<file path="src/hw/pps_map.svh">
// register offsets, field positions, reset values and limits of the program sequencer
`ifndef PPS_MAP_SVH
`define PPS_MAP_SVH

`define PPS_ADDR_W        8
`define PPS_DATA_W        32
`define PPS_PC_W          8
`define PPS_GP_N          8
`define PPS_GP_SEL_W      3
`define PPS_GP_SAVE_N     4

`define PPS_OFF_GP0       8'h00
`define PPS_OFF_GP_LAST   8'h1c
`define PPS_OFF_CAPTURE   8'h20
`define PPS_OFF_PULSES    8'h24
`define PPS_OFF_STATUS    8'h28
`define PPS_OFF_CTRL      8'h2c

`define PPS_CTRL_START    0
`define PPS_CTRL_NV_SAVE  1
`define PPS_STAT_RUNNING  0
`define PPS_STAT_ARMED    1
`define PPS_STAT_WAITING  2

`define PPS_TRAVEL_MAX    32'sd999999
`define PPS_TRAVEL_MIN    -32'sd999999
`define PPS_SPEED_MAX     32'sd65535
`define PPS_TIME_MAX      32'sd65535
`define PPS_DWELL_MAX     32'sd65535
`define PPS_RERUN_MAX     32'sd65535

`define PPS_GP_RESET      32'h0000_0000
`define PPS_COUNT_ONE     32'h0000_0001

`endif

</file>
<file path="src/hw/pps_pkg.sv">
// types shared by the positioning program sequencer
package pps_pkg;

	typedef enum logic [3:0] {
		PPS_OP_STOP,
		PPS_OP_SPEED_SET,
		PPS_OP_ACCEL_TIME_SET,
		PPS_OP_DECEL_TIME_SET,
		PPS_OP_ACCEL_DECEL_TIME_SET,
		PPS_OP_EXTRA_TIME_CONSTANT_SET,
		PPS_OP_ABSOLUTE_TRAVEL,
		PPS_OP_INCREMENTAL_TRAVEL,
		PPS_OP_CONTINUOUS_ABSOLUTE_TRAVEL,
		PPS_OP_CONTINUOUS_INCREMENTAL_TRAVEL,
		PPS_OP_DWELL_STEP,
		PPS_OP_PROGRAM_RERUN,
		PPS_OP_PULSE_TALLY,
		PPS_OP_REPEAT_BEGIN,
		PPS_OP_REPEAT_END,
		PPS_OP_POSITION_CAPTURE_ARM
	} pps_op_type;

	typedef enum logic [2:0] {
		PPS_ST_IDLE,
		PPS_ST_EXEC,
		PPS_ST_MOTION,
		PPS_ST_TALLY,
		PPS_ST_CAPTURE
	} pps_state_type;

endpackage : pps_pkg

</file>
<file path="src/hw/pps_sequencer.sv">
// step sequencer for a stored positioning program, with register port
//
// What this block does
// - tally wait advances once total exceeds value
// - zero tally step clears pulse total
// - repeat block runs n times, zero endless
// - rerun only as first step, else once
// - whole program reruns n times, zero endless
// - capture arm holds until trigger switches on
// - trigger stores position, host reads it
// - captured position kept until power off
// - trigger, end, mode, stop, alarm, servo-off disarm
// - temporary stop keeps capture armed
// - operands may come from eight registers
// - registers volatile, first four saveable
// - register operand limited to step range
`include "pps_map.svh"
`timescale 1ns/100ps
`default_nettype none

module pps_sequencer
	import pps_pkg::*;
(
	input  wire logic                     i_clk,
	input  wire logic                     i_rst_n,
	input  wire logic [`PPS_ADDR_W-1:0]   i_addr,
	input  wire logic [`PPS_DATA_W-1:0]   i_wdata,
	input  wire logic                     i_wr,
	input  wire logic                     i_rd,
	output logic      [`PPS_DATA_W-1:0]   o_rdata,
	output logic      [`PPS_PC_W-1:0]     o_step_addr,
	input  wire pps_op_type               i_step_op,
	input  wire logic                     i_step_use_reg,
	input  wire logic [`PPS_GP_SEL_W-1:0] i_step_reg_sel,
	input  wire logic [`PPS_DATA_W-1:0]   i_step_value,
	output logic                          o_cmd_valid,
	output pps_op_type                    o_cmd_op,
	output logic      [`PPS_DATA_W-1:0]   o_cmd_value,
	input  wire logic                     i_cmd_done,
	input  wire logic                     i_mpg_pulse,
	input  wire logic                     i_capture_trigger_input,
	input  wire logic [`PPS_DATA_W-1:0]   i_cur_pos,
	input  wire logic                     i_temp_stop,
	input  wire logic                     i_mode_change,
	input  wire logic                     i_forced_stop,
	input  wire logic                     i_alarm,
	input  wire logic                     i_servo_off,
	output logic                          o_running,
	output logic                          o_capture_armed,
	output logic                          o_program_end,
	output logic                          o_nv_save,
	output logic [`PPS_GP_SAVE_N*`PPS_DATA_W-1:0] o_nv_data
);

	function automatic logic is_motion(input pps_op_type op);
		unique case (op)
			PPS_OP_SPEED_SET, PPS_OP_ACCEL_TIME_SET, PPS_OP_DECEL_TIME_SET,
			PPS_OP_ACCEL_DECEL_TIME_SET, PPS_OP_EXTRA_TIME_CONSTANT_SET,
			PPS_OP_ABSOLUTE_TRAVEL, PPS_OP_INCREMENTAL_TRAVEL,
			PPS_OP_CONTINUOUS_ABSOLUTE_TRAVEL, PPS_OP_CONTINUOUS_INCREMENTAL_TRAVEL,
			PPS_OP_DWELL_STEP: is_motion = 1'b1;
			default:           is_motion = 1'b0;
		endcase
	endfunction : is_motion

	function automatic logic is_travel(input pps_op_type op);
		is_travel = (op == PPS_OP_ABSOLUTE_TRAVEL) || (op == PPS_OP_INCREMENTAL_TRAVEL) ||
			(op == PPS_OP_CONTINUOUS_ABSOLUTE_TRAVEL) ||
			(op == PPS_OP_CONTINUOUS_INCREMENTAL_TRAVEL);
	endfunction : is_travel

	// limit an operand to the legal range of the step that uses it
	function automatic logic [`PPS_DATA_W-1:0] clamp_operand(input pps_op_type op,
			input logic [`PPS_DATA_W-1:0] raw);
		logic signed [`PPS_DATA_W-1:0] v;
		logic signed [`PPS_DATA_W-1:0] hi;
		logic signed [`PPS_DATA_W-1:0] lo;
		v  = signed'(raw);
		lo = 32'sd0;
		unique case (op)
			PPS_OP_SPEED_SET:   hi = `PPS_SPEED_MAX;
			PPS_OP_DWELL_STEP:  hi = `PPS_DWELL_MAX;
			PPS_OP_PROGRAM_RERUN: hi = `PPS_RERUN_MAX;
			default:            hi = `PPS_TIME_MAX;
		endcase
		if (is_travel(op)) begin
			hi = `PPS_TRAVEL_MAX;
			lo = `PPS_TRAVEL_MIN;
		end
		if (v > hi)
			clamp_operand = hi;
		else if (v < lo)
			clamp_operand = lo;
		else
			clamp_operand = raw;
	endfunction : clamp_operand

	function automatic logic is_gp_addr(input logic [`PPS_ADDR_W-1:0] a);
		is_gp_addr = (a <= `PPS_OFF_GP_LAST) && (a[1:0] == 2'b00);
	endfunction : is_gp_addr

	pps_state_type                           st_r, st_nxt;
	logic [`PPS_PC_W-1:0]                    pc_r, pc_nxt;
	logic [`PPS_PC_W-1:0]                    restart_r, restart_nxt;
	logic [`PPS_PC_W-1:0]                    loop_start_r, loop_start_nxt;
	logic [`PPS_DATA_W-1:0]                  loop_left_r, loop_left_nxt;
	logic                                    loop_inf_r, loop_inf_nxt;
	logic [`PPS_DATA_W-1:0]                  rerun_left_r, rerun_left_nxt;
	logic                                    rerun_inf_r, rerun_inf_nxt;
	logic [`PPS_DATA_W-1:0]                  target_r, target_nxt;
	logic [`PPS_DATA_W-1:0]                  pulse_total_r, pulse_total_nxt;
	logic [`PPS_DATA_W-1:0]                  captured_r, captured_nxt;
	logic                                    armed_r, armed_nxt;
	logic                                    trig_prev_r;
	logic                                    cmd_valid_r, cmd_valid_nxt;
	pps_op_type                              cmd_op_r, cmd_op_nxt;
	logic [`PPS_DATA_W-1:0]                  cmd_value_r, cmd_value_nxt;
	logic                                    end_r, end_nxt;
	logic                                    running_r, running_nxt;
	logic [`PPS_GP_N-1:0][`PPS_DATA_W-1:0]   gp_r, gp_nxt;
	logic [`PPS_DATA_W-1:0]                  rdata_r, rdata_nxt;
	logic                                    nv_save_r, nv_save_nxt;

	logic                                    abort_w;
	logic                                    trig_rise_w;
	logic                                    start_w;
	logic                                    step_go_w;
	logic [`PPS_DATA_W-1:0]                  operand_w;

	assign abort_w     = i_mode_change | i_forced_stop | i_alarm | i_servo_off;
	assign trig_rise_w = i_capture_trigger_input & ~trig_prev_r;
	assign start_w     = i_wr && (i_addr == `PPS_OFF_CTRL) && i_wdata[`PPS_CTRL_START];
	// a temporary stop only freezes stepping; it touches no other state
	assign step_go_w   = (st_r == PPS_ST_EXEC) && !i_temp_stop && !abort_w;
	assign operand_w   = clamp_operand(i_step_op,
		i_step_use_reg ? gp_r[i_step_reg_sel] : i_step_value);

	always_comb begin
		st_nxt          = st_r;
		pc_nxt          = pc_r;
		restart_nxt     = restart_r;
		loop_start_nxt  = loop_start_r;
		loop_left_nxt   = loop_left_r;
		loop_inf_nxt    = loop_inf_r;
		rerun_left_nxt  = rerun_left_r;
		rerun_inf_nxt   = rerun_inf_r;
		target_nxt      = target_r;
		pulse_total_nxt = pulse_total_r + {{(`PPS_DATA_W-1){1'b0}}, i_mpg_pulse};
		captured_nxt    = captured_r;
		armed_nxt       = armed_r;
		cmd_valid_nxt   = 1'b0;
		cmd_op_nxt      = cmd_op_r;
		cmd_value_nxt   = cmd_value_r;
		end_nxt         = 1'b0;
		if (armed_r && trig_rise_w) begin
			captured_nxt = i_cur_pos;
			armed_nxt    = 1'b0;
		end
		unique case (st_r)
			PPS_ST_IDLE: begin
				if (start_w && !abort_w) begin
					st_nxt         = PPS_ST_EXEC;
					pc_nxt         = '0;
					restart_nxt    = '0;
					rerun_left_nxt = `PPS_COUNT_ONE;
					rerun_inf_nxt  = 1'b0;
					loop_inf_nxt   = 1'b0;
				end
			end
			PPS_ST_EXEC: begin
				if (step_go_w) begin
					pc_nxt = pc_r + 1'b1;
					unique case (i_step_op)
						PPS_OP_STOP: begin
							if (rerun_inf_r || (rerun_left_r > `PPS_COUNT_ONE)) begin
								rerun_left_nxt = rerun_left_r - 1'b1;
								pc_nxt         = restart_r;
								loop_inf_nxt   = 1'b0;
							end else begin
								st_nxt    = PPS_ST_IDLE;
								pc_nxt    = pc_r;
								end_nxt   = 1'b1;
								armed_nxt = 1'b0;
							end
						end
						PPS_OP_PROGRAM_RERUN: begin
							// honoured only as the first step; elsewhere it is skipped
							if (pc_r == '0) begin
								rerun_left_nxt = operand_w;
								rerun_inf_nxt  = (operand_w == '0);
								restart_nxt    = 8'h01;
							end
						end
						PPS_OP_PULSE_TALLY: begin
							if (operand_w == '0) begin
								pulse_total_nxt = '0;
							end else begin
								target_nxt = operand_w;
								st_nxt     = PPS_ST_TALLY;
								pc_nxt     = pc_r;
							end
						end
						PPS_OP_REPEAT_BEGIN: begin
							// one loop context only, so nested blocks are not supported
							loop_start_nxt = pc_r + 1'b1;
							loop_left_nxt  = operand_w;
							loop_inf_nxt   = (operand_w == '0);
						end
						PPS_OP_REPEAT_END: begin
							if (loop_inf_r || (loop_left_r > `PPS_COUNT_ONE)) begin
								loop_left_nxt = loop_left_r - 1'b1;
								pc_nxt        = loop_start_r;
							end
						end
						PPS_OP_POSITION_CAPTURE_ARM: begin
							armed_nxt = 1'b1;
							st_nxt    = PPS_ST_CAPTURE;
							pc_nxt    = pc_r;
						end
						default: begin
							cmd_valid_nxt = is_motion(i_step_op);
							cmd_op_nxt    = i_step_op;
							cmd_value_nxt = operand_w;
							st_nxt        = PPS_ST_MOTION;
							pc_nxt        = pc_r;
						end
					endcase
				end
			end
			PPS_ST_MOTION: begin
				if (i_cmd_done) begin
					st_nxt = PPS_ST_EXEC;
					pc_nxt = pc_r + 1'b1;
				end
			end
			PPS_ST_TALLY: begin
				if (pulse_total_r > target_r) begin
					st_nxt = PPS_ST_EXEC;
					pc_nxt = pc_r + 1'b1;
				end
			end
			PPS_ST_CAPTURE: begin
				if (trig_rise_w) begin
					st_nxt = PPS_ST_EXEC;
					pc_nxt = pc_r + 1'b1;
				end
			end
		endcase
		if (abort_w) begin
			armed_nxt = 1'b0;
			if (st_r != PPS_ST_IDLE) begin
				st_nxt  = PPS_ST_IDLE;
				end_nxt = 1'b1;
			end
		end
		// registered copy so the running output comes straight from a flop
		running_nxt = (st_nxt != PPS_ST_IDLE);
	end

	always_ff @(posedge i_clk or negedge i_rst_n) begin
		if (!i_rst_n) begin
			st_r          <= PPS_ST_IDLE;
			pc_r          <= '0;
			restart_r     <= '0;
			loop_start_r  <= '0;
			loop_left_r   <= '0;
			loop_inf_r    <= 1'b0;
			rerun_left_r  <= '0;
			rerun_inf_r   <= 1'b0;
			target_r      <= '0;
			pulse_total_r <= '0;
			captured_r    <= '0;
			armed_r       <= 1'b0;
			trig_prev_r   <= 1'b0;
			cmd_valid_r   <= 1'b0;
			cmd_op_r      <= PPS_OP_STOP;
			cmd_value_r   <= '0;
			end_r         <= 1'b0;
			running_r     <= 1'b0;
		end else begin
			st_r          <= st_nxt;
			pc_r          <= pc_nxt;
			restart_r     <= restart_nxt;
			loop_start_r  <= loop_start_nxt;
			loop_left_r   <= loop_left_nxt;
			loop_inf_r    <= loop_inf_nxt;
			rerun_left_r  <= rerun_left_nxt;
			rerun_inf_r   <= rerun_inf_nxt;
			target_r      <= target_nxt;
			pulse_total_r <= pulse_total_nxt;
			captured_r    <= captured_nxt;
			armed_r       <= armed_nxt;
			trig_prev_r   <= i_capture_trigger_input;
			cmd_valid_r   <= cmd_valid_nxt;
			cmd_op_r      <= cmd_op_nxt;
			cmd_value_r   <= cmd_value_nxt;
			end_r         <= end_nxt;
			running_r     <= running_nxt;
		end
	end

	// register port; reset stands in for power-up, so the registers start empty
	always_comb begin
		gp_nxt      = gp_r;
		rdata_nxt   = '0;
		nv_save_nxt = i_wr && (i_addr == `PPS_OFF_CTRL) && i_wdata[`PPS_CTRL_NV_SAVE];
		if (i_wr && is_gp_addr(i_addr) && (st_r == PPS_ST_IDLE))
			gp_nxt[i_addr[4:2]] = i_wdata;
		if (i_rd) begin
			if (is_gp_addr(i_addr))
				rdata_nxt = gp_r[i_addr[4:2]];
			else if (i_addr == `PPS_OFF_CAPTURE)
				rdata_nxt = captured_r;
			else if (i_addr == `PPS_OFF_PULSES)
				rdata_nxt = pulse_total_r;
			else if (i_addr == `PPS_OFF_STATUS) begin
				rdata_nxt[`PPS_STAT_RUNNING] = (st_r != PPS_ST_IDLE);
				rdata_nxt[`PPS_STAT_ARMED]   = armed_r;
				rdata_nxt[`PPS_STAT_WAITING] = (st_r == PPS_ST_TALLY) || (st_r == PPS_ST_CAPTURE);
			end
		end
	end

	always_ff @(posedge i_clk or negedge i_rst_n) begin
		if (!i_rst_n) begin
			gp_r      <= '0;
			rdata_r   <= '0;
			nv_save_r <= 1'b0;
		end else begin
			gp_r      <= gp_nxt;
			rdata_r   <= rdata_nxt;
			nv_save_r <= nv_save_nxt;
		end
	end

	assign o_rdata         = rdata_r;
	assign o_step_addr     = pc_r;
	assign o_cmd_valid     = cmd_valid_r;
	assign o_cmd_op        = cmd_op_r;
	assign o_cmd_value     = cmd_value_r;
	assign o_running       = running_r;
	assign o_capture_armed = armed_r;
	assign o_program_end   = end_r;
	assign o_nv_save       = nv_save_r;
	assign o_nv_data       = {gp_r[3], gp_r[2], gp_r[1], gp_r[0]};
endmodule : pps_sequencer

`default_nettype wire

</file>
<file path="config.mk">
export PLATFORM = sky130hd
export DESIGN_NAME = pps_sequencer
export DESIGN_NICKNAME = d
export VERILOG_FILES = /design/src/hw/pps_pkg.sv /design/src/hw/pps_sequencer.sv
export VERILOG_INCLUDE_DIRS = /design/src /design/src/hw
export SDC_FILE = /design/constraint.sdc
export NUM_CORES = 1
export LEC_CHECK = 0
export BUFFER_PORTS_ARGS = -buffer_cell sky130_fd_sc_hd__buf_2
export CELL_PAD_IN_SITES_DETAIL_PLACEMENT = 0
export CELL_PAD_IN_SITES_GLOBAL_PLACEMENT = 1
export CORE_UTILIZATION = 45
export DETAILED_ROUTE_END_ITERATION = 10
export MAX_ROUTING_LAYER = met4
export PLACE_DENSITY = 0.86
export SKIP_CTS_REPAIR_TIMING = 1
export SLEW_MARGIN = 20
export SYNTH_ARGS = -nofsm -noshare
export SYNTH_HDL_FRONTEND = slang
export SYNTH_SLANG_ARGS = --single-unit
</file>
<file path="constraint.sdc">
create_clock -name i_clk -period 5.5 [get_ports i_clk]
set_clock_uncertainty 0.05 [all_clocks]
set_input_delay 0.825 -clock i_clk [delete_from_list [all_inputs] [get_ports i_clk]]
set_output_delay 0.825 -clock i_clk [all_outputs]
set_load 0.1 [all_outputs]
</file>
* After elaboration in Yosys (flattened, before gate mapping)
Memories as Yosys holds them, arrays and structs flattened. Cells that the tools add are included.
Cells by class: bitwise logic cells 7, multiplexer cells 79, $add $sub $neg 4, reductions and logical operators 39, equality and inequality tests 31, order comparisons 9
Operators by type and width (count):
- $mux 32 | 19
- $bwmux 256 | 1
- $bmux 32 s3 | 2
- $pmux 32 s2 | 3
- $demux 32 s3 | 1
- $mux 8 | 11
- $gt 32x1->1 const B | 2
- $gt 32x32->1 | 2
- $sub 32x1->32 const B | 2
- $pmux 8 s5 | 1
- $mux 3 | 11
- $add 32x1->32 | 1
- $eq 8x6->1 const B | 4
- $logic_not 32->1 | 1
- $lt 32x32->1 | 1
- $pmux 8 s4 | 1
- $mux 29 | 1
- $eq 4x4->1 const B | 7
- $mux 1 | 20
- $mux 20 | 1
- $pmux 8 s2 | 1
- $pmux 3 s5 | 1
- $ne 2x2->1 const B | 6
- $pmux 3 s4 | 1
- other kinds (33) | 68
Word-level totals: input port bits 124, memories 1, word-level logic and storage cells 198, flip-flop bits (word level) 519, memory bits (read-only) 16, output and inout port bits 209
Memory list:
- (no name shown) | words 16, width 1, rd ports 1, clocked after Yosys merged registers in 0, write ports 0, RTL line pps_sequencer.sv:56 | unique case (op)

* Depth between registers and ports, before layout
word-level depth 16, mapped depth 21, depth with buffers taken out 15

* Worst setup path before layout
No wires, ideal clock.
kind input port to flip-flop, start point input port i_step_reg_sel[1], end point register pc_r[6], in the netlist o_step_addr[6], library setup time 0.129 ns, arrival 5.053 ns, setup slack 0.269 ns, cell stages on the path 19, required time 5.321 ns, path through buf_2 > buf_2 > buf_2 > clkbuf_1 > mux4_2 > mux2i_1 > a21oi_1 > ha_1 > nor2b_1 > a2111oi_0 > a21o_1 > a2111oi_0 > o21ai_0 > a41oi_1 > o21ai_1 > o21a_1 > buf_4 > o21ai_4 > mux2_1
Between the ends: cells in the longest elaborated chain, start to end 9, elaborated cells between the ends (all ways) 10, those cells by class order compare: 2; eq/ne: 1; mux: 5; reduce/logical: 2
Ends and longest elaborated chain:
- start, declared | RTL line pps_sequencer.sv:34 | input wire logic [`PPS_GP_SEL_W-1:0] i_step_reg_sel,
- $bmux 32 s3 * | RTL line pps_sequencer.sv:136 | i_step_use_reg ? gp_r[i_step_reg_sel] : i_step_value);
- $mux 32 (not written as such) * | RTL line pps_sequencer.sv:136
- $mux 32 * | RTL line pps_sequencer.sv:136
- $lt 32x32->1 | RTL line pps_sequencer.sv:92 | else if (v < lo)
- $mux 32 | RTL line pps_sequencer.sv:92
- $mux 32 * | RTL line pps_sequencer.sv:90 | if (v > hi)
- $logic_not 32->1 * | RTL line pps_sequencer.sv:195 | if (operand_w == '0) begin
- $ne 3x3->1 (no source line) *
- $reduce_and 8->1 (no source line) *
- end signal, assigned | RTL line pps_sequencer.sv:282 | pc_r <= pc_nxt;
- end, declared | RTL line pps_sequencer.sv:103 | logic [`PPS_PC_W-1:0] pc_r, pc_nxt;
Mark *: on every way between the ends. The rest lies on a longest branch, timed or not. The select of a mux whose other input is x is not followed. A chain may end at the register's enable or synchronous reset.

* Worst setup path after layout
start point input port i_step_reg_sel[0], end point register loop_left_r[27]
Between the ends: cells in the longest elaborated chain, start to end 7, elaborated cells between the ends (all ways) 8, those cells by class order compare: 2; mux: 6
Ends and longest elaborated chain:
- $bmux 32 s3 * | RTL line pps_sequencer.sv:136
- $mux 32 (not written as such) * | RTL line pps_sequencer.sv:136
- $mux 32 * | RTL line pps_sequencer.sv:136
- $lt 32x32->1 | RTL line pps_sequencer.sv:92
- $mux 32 | RTL line pps_sequencer.sv:92
- $mux 32 * | RTL line pps_sequencer.sv:90
- $pmux 32 s2 * | RTL line pps_sequencer.sv:173 | unique case (i_step_op)
- end signal, assigned | RTL line pps_sequencer.sv:285 | loop_left_r <= loop_left_nxt;
- end, declared | RTL line pps_sequencer.sv:106 | logic [`PPS_DATA_W-1:0] loop_left_r, loop_left_nxt;
Marked as above.

==> results.ini <==
[run_status]
run_status=finished, final reports clean

[clock_tree]
clockRootBuffer=clkbuf_16
clk_pin_slew_worst_paths_ns=0.06
ctsHtreeMaxLevel=2
clk_latency_ns=0.66
cts_buffers=56
clockBufferDepth=3
cts_tree=done
clock_sinks=512

[routing]
drtPass1Iterations=8
viasPerCell=6.09
drc_errors=0
dr_total_vias=22400
routedWlPerCell_um=24.5
drt_iter0_markers=2247
routed_wl_mm=89.8
drtAntennaViolNets=0

[logic_synthesis]
syn_area_mm2=0.0289
yosys_most_used_dff=dfrtp_1
async_flop_share=1.00
synthTopCellsByArea=dfrtp_1, mux2_2, mux4_2
synth_warnings=0
syn_nets=2748
syn_inst=2566
yosys.cell_types.count=78
synth-seq-cells=512
syn_avg_cell_area_um2=11.3
yosysTopAreaCellShare=0.443
yosysTopAreaCell=dfrtp_1
ys_seq_area_frac=0.443
synth_edf_count=0

[global_routing]
grt_overflow_total=0
antenna_found_initial=11
grt_use_total=0.282
grt_pass1_wl_mm=139
first_global_vias=22600
grt_start_max_net_pins=139

[sta]
drv_slew=0
timing_hold_violations_final=0
rsz0062_at_grt=false
tightest_slew_ns=1.14
min_period_over_period=0.919
slew_headroom=0.232
setup_violations=0
clock.fmax_mhz=198
post-route-min-period_ns=5.06
fin_ws_ns=0.445

[floorplan]
rows=92
die-height_um=255
die_area_mm2=0.0652
ioPinCount=333
initial_core_util=0.456
core_mm2=0.0633
chipWidth_um=255

[layout]
syn2layout_area_growth_pct=13.5
layout-drive-gt1-share=0.346
finalNetCount=2950
final_common_cell=dfrtp_1
final_cell_mix=dfrtp_1, mux2_2, buf_2
fill_cells=5531

[power]
clkPwrFrac=0.379
p_int_mw=7.01
powerDensity_mw_per_mm2=324
combPwrFrac=0.223
seqPwrFrac=0.398
max-vdd-ir-drop_v=0.000325
switching_share=0.341
leakage_nw=16.0
switchingPower_mw=3.62
p_total_mw=10.6

[critical_path]
crit_path_max_incr_delay_ns=0.92
rrSetupSlack_ns=0.49
r2r_cells=16
crit_path_start_kind=input pin
worstReg2RegEnd=loop_left_r[27]
end_kind=flip-flop
slowest_stage=a211oi_1
cp_common_cell=buf_4
worstPathArrival_ns=5.57
crit_required_ns=6.02
path_class=input pin to flip-flop
r2r_start=o_nv_data[106]
cp_cell_sequence=buf_4, mux4_2, mux2_2, mux2i_1, inv_1, buf_4, ha_1, a2111oi_0, buf_4, a21o_1, a2111oi_0, o21ai_0, a41oi_1, o21a_1, a211oi_1, o21ai_0, a21oi_1
cp_max_fo=14

[place]
post-place-ws_ns=-0.112
place.gp.congestion=0.954
portBuffers=332
hpwl_mm=65.1

[run]
drv_cap=0

[min_path]
hp-class=input pin to asynchronous set/reset pin

[logic make-up after synthesis]
kind of cell | Yosys count | synth area share
flops | 512 | 0.443
buf+inv | 340 | 0.0647
simple gates | 578 | 0.0998
compound gates | 478 | 0.108
xor+xnor | 35 | 0.0106
fa+ha+maj | 59 | 0.0255
mux | 564 | 0.248
[state kept, by name (all words and copies together), names as in the netlist, 3 cells and up]
name and count:
gp_r 128, loop_start_r 8, o_rdata 32, o_cmd_op 4, o_nv_data 128, o_step_addr 8
loop_left_r 32, target_r 32, pulse_total_r 32, st_r 3, rerun_left_r 32, o_cmd_value 32
captured_r 32
[synthesized netlist by cell type (6+ instances only)]
| cell | number |
|---|---|
| buf_1 | 27 |
| nor3_1 | 55 |
| clkbuf_1 | 92 |
| o22ai_1 | 11 |
| xor2_1 | 21 |
| mux4_2 | 84 |
| a222oi_1 | 29 |
| nor2b_1 | 73 |
| nand3_1 | 50 |
| or3_1 | 21 |
| o221ai_1 | 12 |
| a21o_1 | 16 |
| and2_1 | 10 |
| buf_6 | 7 |
| a21oi_1 | 105 |
| buf_4 | 138 |
| o2bb2ai_1 | 6 |
| a32oi_1 | 7 |
| mux2_1 | 23 |
| o31ai_1 | 9 |
| nor4_1 | 23 |
| nand4_1 | 23 |
| and3_1 | 17 |
| o21a_1 | 7 |
| buf_2 | 17 |
| ha_1 | 58 |
| nand2_1 | 119 |
| a211oi_1 | 11 |
| a22oi_1 | 46 |
| o211ai_1 | 8 |
| dfrtp_1 | 512 |
| xnor2_1 | 14 |
| mux2_2 | 345 |
| mux2i_1 | 112 |
| a31oi_1 | 24 |
| nand2b_1 | 9 |
| nor2_1 | 147 |
| inv_1 | 58 |
| or4_1 | 8 |
| o21ai_0 | 136 |
[area by class of cell]
cell class / instances / area, um2 / area share
Antenna cell: 10 / 25.0 / 0.000763
Inverter: 59 / 221 / 0.00675
Tap cell: 846 / 1060 / 0.0323
Clock inverter: 29 / 387 / 0.0118
Timing Repair Buffer: 425 / 2440 / 0.0744
Sequential cell: 512 / 12800 / 0.391
Multi-Input combinational cell: 1714 / 14300 / 0.435
Clock buffer: 76 / 1600 / 0.0487
[per-stage QoR]
step                      utilization  std cells  hold slack [ns]  setup TNS (ns)  area [um2]
after floorplan                     -       2566            0.389               0       28900
after global placement          0.486       3556            0.420          -0.103       30800
after detailed placement        0.486       3556            0.425          -0.228       30800
after CTS                       0.518       3661            0.186               0       32800
after global routing            0.518       3670            0.214               0       32800
final                           0.518       3671            0.170               0       32800
[metal layers]
metal / vias to the layer above / part of all wire / global-route usage
met5: - / 0 / -
met4: 0 / 0.031 / 0.0884
met3: 164 / 0.079 / 0.0513
met2: 965 / 0.48 / 0.448
met1: 11400 / 0.41 / 0.366
li1: 9822 / - / -
[power groups by stage]
| stage | sequential, mW | combinational, mW | clock, mW |
|---|---|---|---|
| 3_5_place_dp | 4.30 | 2.35 | 0 |
| 3_3_place_gp | 4.28 | 2.32 | 0 |
| 6_report | 4.24 | 2.37 | 4.03 |
| 4_1_cts | 4.23 | 2.36 | 4.08 |
| 5_1_grt | 4.26 | 2.51 | 4.25 |
| 2_1_floorplan | 4.60 | 1.42 | 0 |
[critical path, delay by kind of cell]
kind / cells / cell delay [ns]
compound gates: 9 / 2.82
mux: 3 / 1.05
buf+inv: 4 / 0.66
fa+ha+maj: 1 / 0.18
[how the worst max path moves through the flow]
stage	slack [ns]	end	start
6_report	0.44	loop_left_r[27]	i_step_reg_sel[0]
5_1_grt	0.06	loop_left_r[27]	i_step_reg_sel[0]
4_1_cts	0.54	loop_left_r[27]	i_step_reg_sel[0]
3_5_place_dp	-0.11	loop_left_r[27]	i_step_reg_sel[0]
3_3_place_gp	-0.06	loop_left_r[27]	i_step_reg_sel[0]
2_1_floorplan	0.27	o_step_addr[6]	i_step_reg_sel[1]
Power figures use the tool's default switching activity.
